$ cat config.mk
export PLATFORM = sky130hd
export DESIGN_NAME = pcs_register_address_map
export DESIGN_NICKNAME = d
export VERILOG_FILES = /design/src/design/pcs_regmap_pkg.sv /design/src/design/pcs_dec_if.sv /design/src/design/pcs_addr_decode.sv /design/src/design/pcs_register_address_map.sv /design/src/design/pcs_sticky_flags.sv
export SDC_FILE = /design/constraint.sdc
export NUM_CORES = 2
export LEC_CHECK = 0
export ABC_AREA = 1
export BUFFER_PORTS_ARGS = -buffer_cell sky130_fd_sc_hd__buf_2
export CAP_MARGIN = 25
export CELL_PAD_IN_SITES_DETAIL_PLACEMENT = 1
export CELL_PAD_IN_SITES_GLOBAL_PLACEMENT = 1
export CORE_MARGIN = 4
export CORE_UTILIZATION = 30
export CTS_CLUSTER_SIZE = 16
export DETAILED_ROUTE_END_ITERATION = 16
export PLACE_DENSITY_LB_ADDON = 0.1
export SYNTH_ARGS = -nofsm -noshare
export SYNTH_HDL_FRONTEND = slang
export SYNTH_HIERARCHICAL = 1
export SYNTH_SLANG_ARGS = --single-unit
$ cat constraint.sdc
create_clock -name core_clk -period 21.1 [get_ports core_clk]
set_input_delay 2.11 -clock core_clk [delete_from_list [all_inputs] [get_ports core_clk]]
set_output_delay 2.11 -clock core_clk [all_outputs]
set_load 0.03 [all_outputs]
$ cat src/design/pcs_regmap_pkg.sv
// shared constants and types for the transceiver register address map
package pcs_regmap_pkg;
  localparam int NUM_QUADS = 8;
  localparam int NUM_CHANS = 4;
  localparam int NUM_CH_TOTAL = 32;
  // address pages (address bits 17:8 unless noted)
  localparam logic [9:0] PAGE_INTERQUAD   = 10'h3EF;
  localparam logic [7:0] PAGE_QUAD_L      = 8'hD8;   // bits 17:10 of 36000-363FF
  localparam logic [7:0] PAGE_QUAD_R      = 8'hF8;   // bits 17:10 of 3E000-3E3FF
  localparam logic [9:0] PAGE_QUAD_BC_L   = 10'h364;
  localparam logic [9:0] PAGE_QUAD_BC_R   = 10'h3E4;
  localparam logic [5:0] PAGE_CHAN_L      = 6'h35;   // bits 17:12
  localparam logic [5:0] PAGE_CHAN_R      = 6'h3D;
  localparam logic [3:0] PAGE_BC4_L       = 4'hC;    // bits 17:14 of 30000-33FFF
  localparam logic [3:0] PAGE_BC4_R       = 4'hE;    // bits 17:14 of 38000-3BFFF
  localparam logic [9:0] PAGE_SIDE_BC_L   = 10'h340;
  localparam logic [9:0] PAGE_SIDE_BC_R   = 10'h3C0;
  // register offsets
  localparam logic [7:0] OFF_INTERQUAD_CTL = 8'h00;
  localparam logic [7:0] OFF_CHAN_INT_EN  = 8'h0A;
  localparam logic [7:0] OFF_CHAN_STATUS  = 8'h85;
  localparam logic [7:0] OFF_CHAN_FLAGS   = 8'h8A;
  localparam logic [7:0] OFF_QUAD_INT_EN  = 8'h0C;
  localparam logic [7:0] OFF_QUAD_STATUS  = 8'h82;
  localparam logic [7:0] OFF_QUAD_FLAGS   = 8'h83;
  localparam logic [7:0] OFF_QUAD_MODE    = 8'h18;
  localparam logic [7:0] OFF_QUAD_ALIGN   = 8'h19;
  localparam logic [7:0] OFF_QUAD_RST     = 8'h43;
  // field positions, msb-first numbering
  localparam int BIT_ALIGN23     = 3;
  localparam int BIT_URUN        = 6;
  localparam int BIT_ORUN        = 7;
  localparam int BIT_QUAD_RST    = 7;
  localparam int BIT_FOUR_ALIGN  = 1;
  // reset values
  localparam logic [7:0] RST_BYTE        = 8'h00;
  localparam logic [7:0] RST_UNMAPPED    = 8'h00;

  typedef enum {T_NONE, T_INTERQUAD, T_QUAD, T_CHAN} target_t;

  // msb-first bit number to lsb-first index
  function automatic int be(input int n);
    be = 7 - n;
  endfunction : be
endpackage : pcs_regmap_pkg

$ cat src/design/pcs_dec_if.sv
// carrier between the address decoder and the register bank
`timescale 1ns/1ns
interface pcs_dec_if;
  logic [17:0]              addr;
  pcs_regmap_pkg::target_t  kind;
  logic [7:0]               quad_mask;
  logic [3:0]               chan_mask;
  logic [2:0]               rd_quad;
  logic [1:0]               rd_chan;
  logic [7:0]               offset;
  modport dec  (input addr, output kind, quad_mask, chan_mask, rd_quad, rd_chan, offset);
  modport user (output addr, input kind, quad_mask, chan_mask, rd_quad, rd_chan, offset);
endinterface : pcs_dec_if

$ cat src/design/pcs_addr_decode.sv
// decodes an 18-bit address into target kind, quad and channel masks
`timescale 1ns/1ns
module pcs_addr_decode (
  pcs_dec_if.dec d
);
  always_comb begin
    d.kind      = pcs_regmap_pkg::T_NONE;
    d.quad_mask = 8'h00;
    d.chan_mask = 4'h0;
    d.rd_quad   = 3'h0;
    d.rd_chan   = 2'h0;
    d.offset    = d.addr[7:0];
    if (d.addr[17:8] == pcs_regmap_pkg::PAGE_INTERQUAD) begin
      d.kind = pcs_regmap_pkg::T_INTERQUAD;
    end else if (d.addr[17:10] == pcs_regmap_pkg::PAGE_QUAD_L ||
                 d.addr[17:10] == pcs_regmap_pkg::PAGE_QUAD_R) begin
      d.kind    = pcs_regmap_pkg::T_QUAD;
      d.rd_quad = {d.addr[15], d.addr[9:8]};
      d.quad_mask[{d.addr[15], d.addr[9:8]}] = 1'b1;
    end else if (d.addr[17:8] == pcs_regmap_pkg::PAGE_QUAD_BC_L ||
                 d.addr[17:8] == pcs_regmap_pkg::PAGE_QUAD_BC_R) begin
      d.kind      = pcs_regmap_pkg::T_QUAD;
      d.rd_quad   = {d.addr[15], 2'h0};
      d.quad_mask = d.addr[15] ? 8'hF0 : 8'h0F;
    end else if (d.addr[17:12] == pcs_regmap_pkg::PAGE_CHAN_L ||
                 d.addr[17:12] == pcs_regmap_pkg::PAGE_CHAN_R) begin
      d.kind    = pcs_regmap_pkg::T_CHAN;
      d.rd_quad = {d.addr[15], d.addr[11:10]};
      d.rd_chan = d.addr[9:8];
      d.quad_mask[{d.addr[15], d.addr[11:10]}] = 1'b1;
      d.chan_mask[d.addr[9:8]] = 1'b1;
    end else if ((d.addr[17:14] == pcs_regmap_pkg::PAGE_BC4_L ||
                  d.addr[17:14] == pcs_regmap_pkg::PAGE_BC4_R) && d.addr[11:8] == 4'h0) begin
      d.kind      = pcs_regmap_pkg::T_CHAN;
      d.rd_quad   = {d.addr[15], d.addr[13:12]};
      d.quad_mask[{d.addr[15], d.addr[13:12]}] = 1'b1;
      d.chan_mask = 4'hF;
    end else if (d.addr[17:8] == pcs_regmap_pkg::PAGE_SIDE_BC_L ||
                 d.addr[17:8] == pcs_regmap_pkg::PAGE_SIDE_BC_R) begin
      d.kind      = pcs_regmap_pkg::T_CHAN;
      d.rd_quad   = {d.addr[15], 2'h0};
      d.quad_mask = d.addr[15] ? 8'hF0 : 8'h0F;
      d.chan_mask = 4'hF;
    end
  end
endmodule : pcs_addr_decode

$ cat src/design/pcs_register_address_map.sv
// register bank behind the system bus for all quads and channels
`timescale 1ns/1ns
module pcs_register_address_map (
  // clock and reset
  input  wire logic         core_clk,
  input  wire logic         rst,
  // system bus register port
  input  wire logic [17:0]  bus_addr,
  input  wire logic         bus_wr,
  input  wire logic         bus_rd,
  input  wire logic [7:0]   bus_wdata,
  output logic      [7:0]   bus_rdata,
  output logic              bus_ack,
  // configuration load port
  input  wire logic         cfg_we,
  input  wire logic [17:0]  cfg_addr,
  input  wire logic [7:0]   cfg_wdata,
  // status from quads and channels
  input  wire logic [7:0]   align23_in,
  input  wire logic [31:0]  ctc_urun_in,
  input  wire logic [31:0]  ctc_orun_in,
  input  wire logic [7:0]   quad_rst_in,
  // control to quads
  output logic [63:0]       quad_mode,
  output logic [7:0]        quad_four_align,
  output logic [7:0]        interquad_ctl
);
  pcs_dec_if dif ();

  // synchronisers
  logic [7:0]  al_s1_r, al_s2_r;
  logic [31:0] ur_s1_r, ur_s2_r;
  logic [31:0] or_s1_r, or_s2_r;
  logic [7:0]  qr_s1_r, qr_s2_r;

  // register state
  logic [7:0] q_int_en_r [8];
  logic [7:0] q_int_en_nxt [8];
  logic [7:0] q_mode_r [8];
  logic [7:0] q_mode_nxt [8];
  logic [7:0] q_align_r [8];
  logic [7:0] q_align_nxt [8];
  logic [7:0] q_rst_r [8];
  logic [7:0] q_rst_nxt [8];
  logic [7:0] c_int_en_r [32];
  logic [7:0] c_int_en_nxt [32];
  logic [7:0] interquad_ctl_r;
  logic [7:0] interquad_ctl_nxt;
  logic [7:0] rdata_r;
  logic [7:0] rdata_nxt;
  logic       ack_r;
  logic       ack_nxt;
  logic [63:0] quad_mode_r;
  logic [63:0] quad_mode_nxt;
  logic [7:0]  four_r;
  logic [7:0]  four_nxt;

  // access select
  logic        wr;
  logic        rd;
  logic [7:0]  wdata;
  logic [7:0]  qclr;
  logic [63:0] cclr;

  // flags
  logic [7:0]  q_flag_st, q_flag_en, q_flag_rc, q_flags;
  logic [63:0] c_flag_st, c_flag_en, c_flag_rc, c_flags;

  // bus has priority; config writes land only when the bus is idle
  always_comb begin
    wr = bus_wr | (cfg_we & ~bus_rd);
    rd = bus_rd & ~bus_wr;
    wdata = (bus_wr | bus_rd) ? bus_wdata : cfg_wdata;
    dif.addr = (bus_wr | bus_rd) ? bus_addr : cfg_addr;
  end

  pcs_addr_decode u_dec (
    .d (dif.dec)
  );

  // quad reset from pin or control bit clears quad and its channels
  always_comb begin
    for (int q = 0; q < 8; q++) begin
      qclr[q] = qr_s2_r[q] | q_rst_r[q][pcs_regmap_pkg::be(pcs_regmap_pkg::BIT_QUAD_RST)];
    end
    for (int i = 0; i < 64; i++) begin
      cclr[i] = qclr[i / 8];
    end
  end

  // flag sources
  always_comb begin
    for (int q = 0; q < 8; q++) begin
      // inactive while the quad aligns all four channels together
      q_flag_st[q] = al_s2_r[q] &
                     ~q_align_r[q][pcs_regmap_pkg::be(pcs_regmap_pkg::BIT_FOUR_ALIGN)];
      q_flag_en[q] = q_int_en_r[q][pcs_regmap_pkg::be(pcs_regmap_pkg::BIT_ALIGN23)];
      q_flag_rc[q] = rd && dif.kind == pcs_regmap_pkg::T_QUAD && dif.rd_quad == 3'(q) &&
                     dif.offset == pcs_regmap_pkg::OFF_QUAD_FLAGS;
    end
    for (int c = 0; c < 32; c++) begin
      c_flag_st[2*c]   = ur_s2_r[c];
      c_flag_st[2*c+1] = or_s2_r[c];
      c_flag_en[2*c]   = c_int_en_r[c][pcs_regmap_pkg::be(pcs_regmap_pkg::BIT_URUN)];
      c_flag_en[2*c+1] = c_int_en_r[c][pcs_regmap_pkg::be(pcs_regmap_pkg::BIT_ORUN)];
      c_flag_rc[2*c]   = rd && dif.kind == pcs_regmap_pkg::T_CHAN &&
                         {dif.rd_quad, dif.rd_chan} == 5'(c) &&
                         dif.offset == pcs_regmap_pkg::OFF_CHAN_FLAGS;
      c_flag_rc[2*c+1] = c_flag_rc[2*c];
    end
  end

  pcs_sticky_flags #(.N(8)) u_qflags (
    .core_clk (core_clk),
    .rst      (rst),
    .status   (q_flag_st),
    .enable   (q_flag_en),
    .read_clr (q_flag_rc),
    .hw_clr   (qclr),
    .flags    (q_flags)
  );

  pcs_sticky_flags #(.N(64)) u_cflags (
    .core_clk (core_clk),
    .rst      (rst),
    .status   (c_flag_st),
    .enable   (c_flag_en),
    .read_clr (c_flag_rc),
    .hw_clr   (cclr),
    .flags    (c_flags)
  );

  // register writes
  always_comb begin
    interquad_ctl_nxt = interquad_ctl_r;
    if (wr && dif.kind == pcs_regmap_pkg::T_INTERQUAD &&
        dif.offset == pcs_regmap_pkg::OFF_INTERQUAD_CTL) begin
      interquad_ctl_nxt = wdata;
    end
    for (int q = 0; q < 8; q++) begin
      q_int_en_nxt[q] = q_int_en_r[q];
      q_mode_nxt[q]   = q_mode_r[q];
      q_align_nxt[q]  = q_align_r[q];
      q_rst_nxt[q]    = q_rst_r[q];
      if (qclr[q]) begin
        q_int_en_nxt[q] = pcs_regmap_pkg::RST_BYTE;
        q_mode_nxt[q]   = pcs_regmap_pkg::RST_BYTE;
        q_align_nxt[q]  = pcs_regmap_pkg::RST_BYTE;
        q_rst_nxt[q]    = pcs_regmap_pkg::RST_BYTE;
      end else if (wr && dif.kind == pcs_regmap_pkg::T_QUAD && dif.quad_mask[q]) begin
        unique case (dif.offset)
          pcs_regmap_pkg::OFF_QUAD_INT_EN: q_int_en_nxt[q] = wdata;
          pcs_regmap_pkg::OFF_QUAD_MODE:   q_mode_nxt[q]   = wdata;
          pcs_regmap_pkg::OFF_QUAD_ALIGN:  q_align_nxt[q]  = wdata;
          pcs_regmap_pkg::OFF_QUAD_RST:    q_rst_nxt[q]    = wdata;
          default: ;
        endcase
      end
    end
    for (int c = 0; c < 32; c++) begin
      c_int_en_nxt[c] = c_int_en_r[c];
      if (qclr[c / 4]) begin
        c_int_en_nxt[c] = pcs_regmap_pkg::RST_BYTE;
      end else if (wr && dif.kind == pcs_regmap_pkg::T_CHAN && dif.quad_mask[c / 4] &&
                   dif.chan_mask[c % 4] && dif.offset == pcs_regmap_pkg::OFF_CHAN_INT_EN) begin
        c_int_en_nxt[c] = wdata;
      end
    end
  end

  // read data, broadcast groups answer from their first member
  always_comb begin
    logic [2:0] rq;
    logic [4:0] rc;
    rq = dif.rd_quad;
    rc = {dif.rd_quad, dif.rd_chan};
    rdata_nxt = rdata_r;
    ack_nxt   = bus_wr | bus_rd;
    if (rd) begin
      rdata_nxt = pcs_regmap_pkg::RST_UNMAPPED;
      unique case (dif.kind)
        pcs_regmap_pkg::T_INTERQUAD: begin
          if (dif.offset == pcs_regmap_pkg::OFF_INTERQUAD_CTL) rdata_nxt = interquad_ctl_r;
        end
        pcs_regmap_pkg::T_QUAD: begin
          unique case (dif.offset)
            pcs_regmap_pkg::OFF_QUAD_INT_EN: rdata_nxt = q_int_en_r[rq];
            pcs_regmap_pkg::OFF_QUAD_MODE:   rdata_nxt = q_mode_r[rq];
            pcs_regmap_pkg::OFF_QUAD_ALIGN:  rdata_nxt = q_align_r[rq];
            pcs_regmap_pkg::OFF_QUAD_RST:    rdata_nxt = q_rst_r[rq];
            pcs_regmap_pkg::OFF_QUAD_STATUS:
              rdata_nxt[pcs_regmap_pkg::be(pcs_regmap_pkg::BIT_ALIGN23)] = q_flag_st[rq];
            pcs_regmap_pkg::OFF_QUAD_FLAGS:
              rdata_nxt[pcs_regmap_pkg::be(pcs_regmap_pkg::BIT_ALIGN23)] = q_flags[rq];
            default: ;
          endcase
        end
        pcs_regmap_pkg::T_CHAN: begin
          unique case (dif.offset)
            pcs_regmap_pkg::OFF_CHAN_INT_EN: rdata_nxt = c_int_en_r[rc];
            pcs_regmap_pkg::OFF_CHAN_STATUS: begin
              rdata_nxt[pcs_regmap_pkg::be(pcs_regmap_pkg::BIT_URUN)] = ur_s2_r[rc];
              rdata_nxt[pcs_regmap_pkg::be(pcs_regmap_pkg::BIT_ORUN)] = or_s2_r[rc];
            end
            pcs_regmap_pkg::OFF_CHAN_FLAGS: begin
              rdata_nxt[pcs_regmap_pkg::be(pcs_regmap_pkg::BIT_URUN)] = c_flags[{rc, 1'b0}];
              rdata_nxt[pcs_regmap_pkg::be(pcs_regmap_pkg::BIT_ORUN)] = c_flags[{rc, 1'b1}];
            end
            default: ;
          endcase
        end
        default: ;
      endcase
    end
  end

  // per-quad control outputs
  always_comb begin
    for (int q = 0; q < 8; q++) begin
      quad_mode_nxt[8*q +: 8] = q_mode_nxt[q];
      four_nxt[q] = q_align_nxt[q][pcs_regmap_pkg::be(pcs_regmap_pkg::BIT_FOUR_ALIGN)];
    end
  end

  always_ff @(posedge core_clk or posedge rst) begin
    if (rst) begin
      al_s1_r <= '0;
      al_s2_r <= '0;
      ur_s1_r <= '0;
      ur_s2_r <= '0;
      or_s1_r <= '0;
      or_s2_r <= '0;
      qr_s1_r <= '0;
      qr_s2_r <= '0;
      for (int q = 0; q < 8; q++) begin
        q_int_en_r[q] <= pcs_regmap_pkg::RST_BYTE;
        q_mode_r[q]   <= pcs_regmap_pkg::RST_BYTE;
        q_align_r[q]  <= pcs_regmap_pkg::RST_BYTE;
        q_rst_r[q]    <= pcs_regmap_pkg::RST_BYTE;
      end
      for (int c = 0; c < 32; c++) begin
        c_int_en_r[c] <= pcs_regmap_pkg::RST_BYTE;
      end
      interquad_ctl_r <= pcs_regmap_pkg::RST_BYTE;
      rdata_r     <= pcs_regmap_pkg::RST_BYTE;
      ack_r       <= 1'b0;
      quad_mode_r <= '0;
      four_r      <= '0;
    end else begin
      al_s1_r <= align23_in;
      al_s2_r <= al_s1_r;
      ur_s1_r <= ctc_urun_in;
      ur_s2_r <= ur_s1_r;
      or_s1_r <= ctc_orun_in;
      or_s2_r <= or_s1_r;
      qr_s1_r <= quad_rst_in;
      qr_s2_r <= qr_s1_r;
      q_int_en_r  <= q_int_en_nxt;
      q_mode_r    <= q_mode_nxt;
      q_align_r   <= q_align_nxt;
      q_rst_r     <= q_rst_nxt;
      c_int_en_r  <= c_int_en_nxt;
      interquad_ctl_r <= interquad_ctl_nxt;
      rdata_r     <= rdata_nxt;
      ack_r       <= ack_nxt;
      quad_mode_r <= quad_mode_nxt;
      four_r      <= four_nxt;
    end
  end

  assign bus_rdata       = rdata_r;
  assign bus_ack         = ack_r;
  assign quad_mode       = quad_mode_r;
  assign quad_four_align = four_r;
  assign interquad_ctl   = interquad_ctl_r;
endmodule : pcs_register_address_map

$ cat src/design/pcs_sticky_flags.sv
// bank of sticky interrupt bits, set while enabled status is high, cleared on read
`timescale 1ns/1ns
module pcs_sticky_flags #(
  parameter int N = 8
) (
  // clock and reset
  input  wire logic          core_clk,
  input  wire logic          rst,
  // control
  input  wire logic [N-1:0]  status,
  input  wire logic [N-1:0]  enable,
  input  wire logic [N-1:0]  read_clr,
  input  wire logic [N-1:0]  hw_clr,
  // result
  output logic      [N-1:0]  flags
);
  logic [N-1:0] flags_r;
  logic [N-1:0] flags_nxt;

  always_comb begin
    // set wins over a read clear in the same cycle
    flags_nxt = ((flags_r & ~read_clr) | (status & enable)) & ~hw_clr;
  end

  always_ff @(posedge core_clk or posedge rst) begin
    if (rst) begin
      flags_r <= '0;
    end else begin
      flags_r <= flags_nxt;
    end
  end

  assign flags = flags_r;
endmodule : pcs_sticky_flags

==> flow_summary.yaml <==
yosys:
  ys_ff_latch: 761
  ys_warn_count: 6
  synth_cells: 4182
  yosys-top-cells-area: "dfrtp_1, nand2_1, nand3_1"
  syn_area_um2: 35400
  synth.avg_cell_area_um2: 8.47
  yosysSeqAreaShare_pct: 53.7
  synth_top_cell_area_share_pct: 53.7
  yosysUniqueCellTypes: 45
  synth_area_leader_cell: "dfrtp_1"
setup_path:
  cp.required_ns: 21.71
  end_kind: "flop"
  slowest_stage: "buf_4"
  crit_cells: 24
  critPathTopFamily: "simple AND/OR/NAND/NOR gates"
  crit_path_frequent_cell: "nand2_1"
  critical_path_buf_inv_count: 5
  crit_path_start_kind: "input port"
  ff2ff_path_depth: 7
  max_stage_delay_ns: 0.86
  arrival_ns: 8.65
  ff2ff_setup_slack_ns: 18.37
  critPathMaxFanout: 64
  worstPathCellList: "buf_2 -> nor2_4 -> buf_4 -> clkinv_1 -> nand2_1 -> nand2_1 -> nor2_2 -> nand2_2 -> nor2_4 -> nand2_1 -> nand2_1 -> nand2_1 -> a21oi_2 -> clkinv_1 -> nor2_4 -> buf_4 -> a22oi_1 -> nand3_1 -> nand3_1 -> nand4_1 -> nand2_1 -> nand3_1 -> nand2_1 -> nand2_1"
  path_class: "input port to flop"
cells_and_area:
  drive_gt1_share_pct: 16.2
  syn2layout_area_growth_pct: 15.5
  fin_util_pct: 35.1
  nNetsFinal: 4506
  seqCellArea_um2: 19000
  nFillCells: 13800
  multiInputGateArea_um2: 14000
timing:
  finalClockSkew_ns: 0.0259
  fin_crit_sh_pct: 38.1
  rsz0062_at_grt: "false"
  setup_tns_ns: 0
  period_needed_ns: 8.04
  drv_slew: 0
  hold_viol_final: 0
  relSlewSlack_pct: 28.0
  fmax_mhz: 124
  tightest_slew_ns: 1.08
  setup_viol: 0
job:
  cap_violations: 0
power_and_ir_drop:
  p_int_mw: 2.54
  p_comb_share_pct: 6.5
  seq_power_share_pct: 44.5
  ir_drop_mv: 0.0628
  p_leak_nw: 18.4
  netSwitchingFraction_pct: 25.8
  switchingPower_uw: 881
  p_clk_share_pct: 49.0
  p_per_area_nw_per_um2: 83.4
run_status:
  outcome: "finished clean"
grt:
  grt_pass1_wl_mm: 225
  grt_use_total_pct: 24.8
  grt_pass1_vias: 31200
  grt_overflow_total: 0
  grt_max_degree: 153
  antenna_found_initial: 5
worst_hold_path:
  hp-class: "flop to flop"
  min_path_cells: 0
clock_tree:
  post_cts_resized: 0
  cts.clk_slew.worst_paths_ns: 0.06
  ctsHoldBuffers: 0
  ctsHtreeMaxLevel: 3
  clock-sinks: 761
  root_buffer: "clkbuf_16"
  numCtsBuffers: 93
  post_cts_buffers: 0
  tritoncts: "built"
  clock_latency_ns: 0.68
  ctsLongestPathBuffers: 3
route:
  vias_per_cell: 5.10
  drc: 0
  wirelength_mm: 154
  drt_pass1_iterations: 5
  wl_per_cell_um: 25.9
  vias: 30500
  ant_nets: 0
  drt_iter0_drc: 2754
die:
  die_h_um: 352
  start_util_pct: 30.4
  core_area_um2: 117000
  die_w_um: 352
  die-area_um2: 124000
  io_pins: 226
  num_rows: 125
placement:
  place.gp.congestion: 0.850
  port_buffers: 225
  dp.final_hpwl_mm: 112
## through the flow
step / hold WS, ns / cells / power (mW) / area, um2 / setup slack, ns
finish: 0.344 / 5968 / 3.42 / 40900 / 13.06
global route: 0.349 / 5966 / 3.54 / 40900 / 12.68
CTS: 0.344 / 5965 / 3.46 / 40900 / 13.15
detailed placement: 0.336 / 5797 / 1.77 / 37700 / 12.47
global placement: 0.332 / 5794 / 1.77 / 37700 / 12.51
floorplan: 0.331 / 4211 / 1.67 / 35500 / 9.56
## sequential cells by signal (all words and copies together) (netlist names), 32 cells and up
signal and flops:
c_flag_en 64, c_int_en_r 192, or_s1_r 32, or_s2_r 32, q_align_r 57, q_int_en_r 56, q_rst_r 64, quad_mode 63
u_cflags/flags 64, ur_s1_r 32, ur_s2_r 32
## logic make-up after synthesis
logic type / Yosys count / synth area share, %
other cells: 1 / 0.0106
flops: 761 / 53.7
buf+inv: 534 / 7.33
simple gates: 2076 / 24.9
compound gates: 802 / 13.8
mux: 8 / 0.226
## cells in the final DEF, fill, tap and decap left out, types with 64 or more instances in the layout
| master | count |
|---|---|
| a21oi_1 | 78 |
| a21oi_2 | 90 |
| a22oi_1 | 91 |
| buf_2 | 225 |
| buf_4 | 64 |
| clkbuf_16 | 94 |
| dfrtp_1 | 761 |
| inv_1 | 242 |
| nand2_1 | 1274 |
| nand3_1 | 368 |
| nand4_1 | 85 |
| nor2_1 | 267 |
| o21ai_0 | 167 |
| o21ai_1 | 291 |
| o21ai_2 | 71 |
## metal layers
metal	part of all wire, %	routed length [um]	global-route usage [%]
met4	2.6	3970	6.74
met5	0.0052	8	0
met3	6.8	10500	4.72
met2	44	67300	37.8
met1	47	72600	36.0
## power by group through the flow
| stage | Combinational, mW | Sequential (mW) | Clock [mW] |
|---|---|---|---|
| after floorplan | 0.129 | 1.54 | 0 |
| after detailed placement | 0.224 | 1.55 | 0 |
| after CTS | 0.225 | 1.52 | 1.71 |
| after global placement | 0.222 | 1.55 | 0 |
| final | 0.222 | 1.52 | 1.67 |
| after global routing | 0.243 | 1.52 | 1.77 |
## synthesized netlist by cell type (all sizes together)
library cell,number
nand2,1289
dfrtp,761
o21ai,529
nand3,371
inv,300
nor2,300
buf,197
a21oi,170
a22oi,91
nand4,87
clkbuf,33
nor3,13
mux2i,8
nor4b,6
a22o,5
clkinv,4
nor4,4
nand3b,3
o211ai,3
and2,2
a21boi,1
a21o,1
a41oi,1
conb,1
nor3b,1
o221ai,1
## path summary, 6_finish.rpt
kind                                           end        start
worst max-delay path                  bus_rdata[3]       bus_wr
worst max register to register         q_rst_r[59]   qr_s2_r[0]
max in group asynchronous           q_int_en_r[43]          rst
worst min-delay path                   or_s2_r[11]  or_s1_r[11]
min in group asynchronous       u_cflags/flags[38]          rst
worst min register to register         or_s2_r[11]  or_s1_r[11]
## area by class of cell
cell class                 count  area share (%)
clock buffer                 134            6.62
multi-input combinational   2916            34.1
clock inverter                34            1.12
tap                         1524            4.66
timing repair buffer         293            4.16
inverter                     304            2.80
antenna                        2          0.0122
sequential                   761            46.5
No activity file was read; power rests on OpenSTA's default activity.
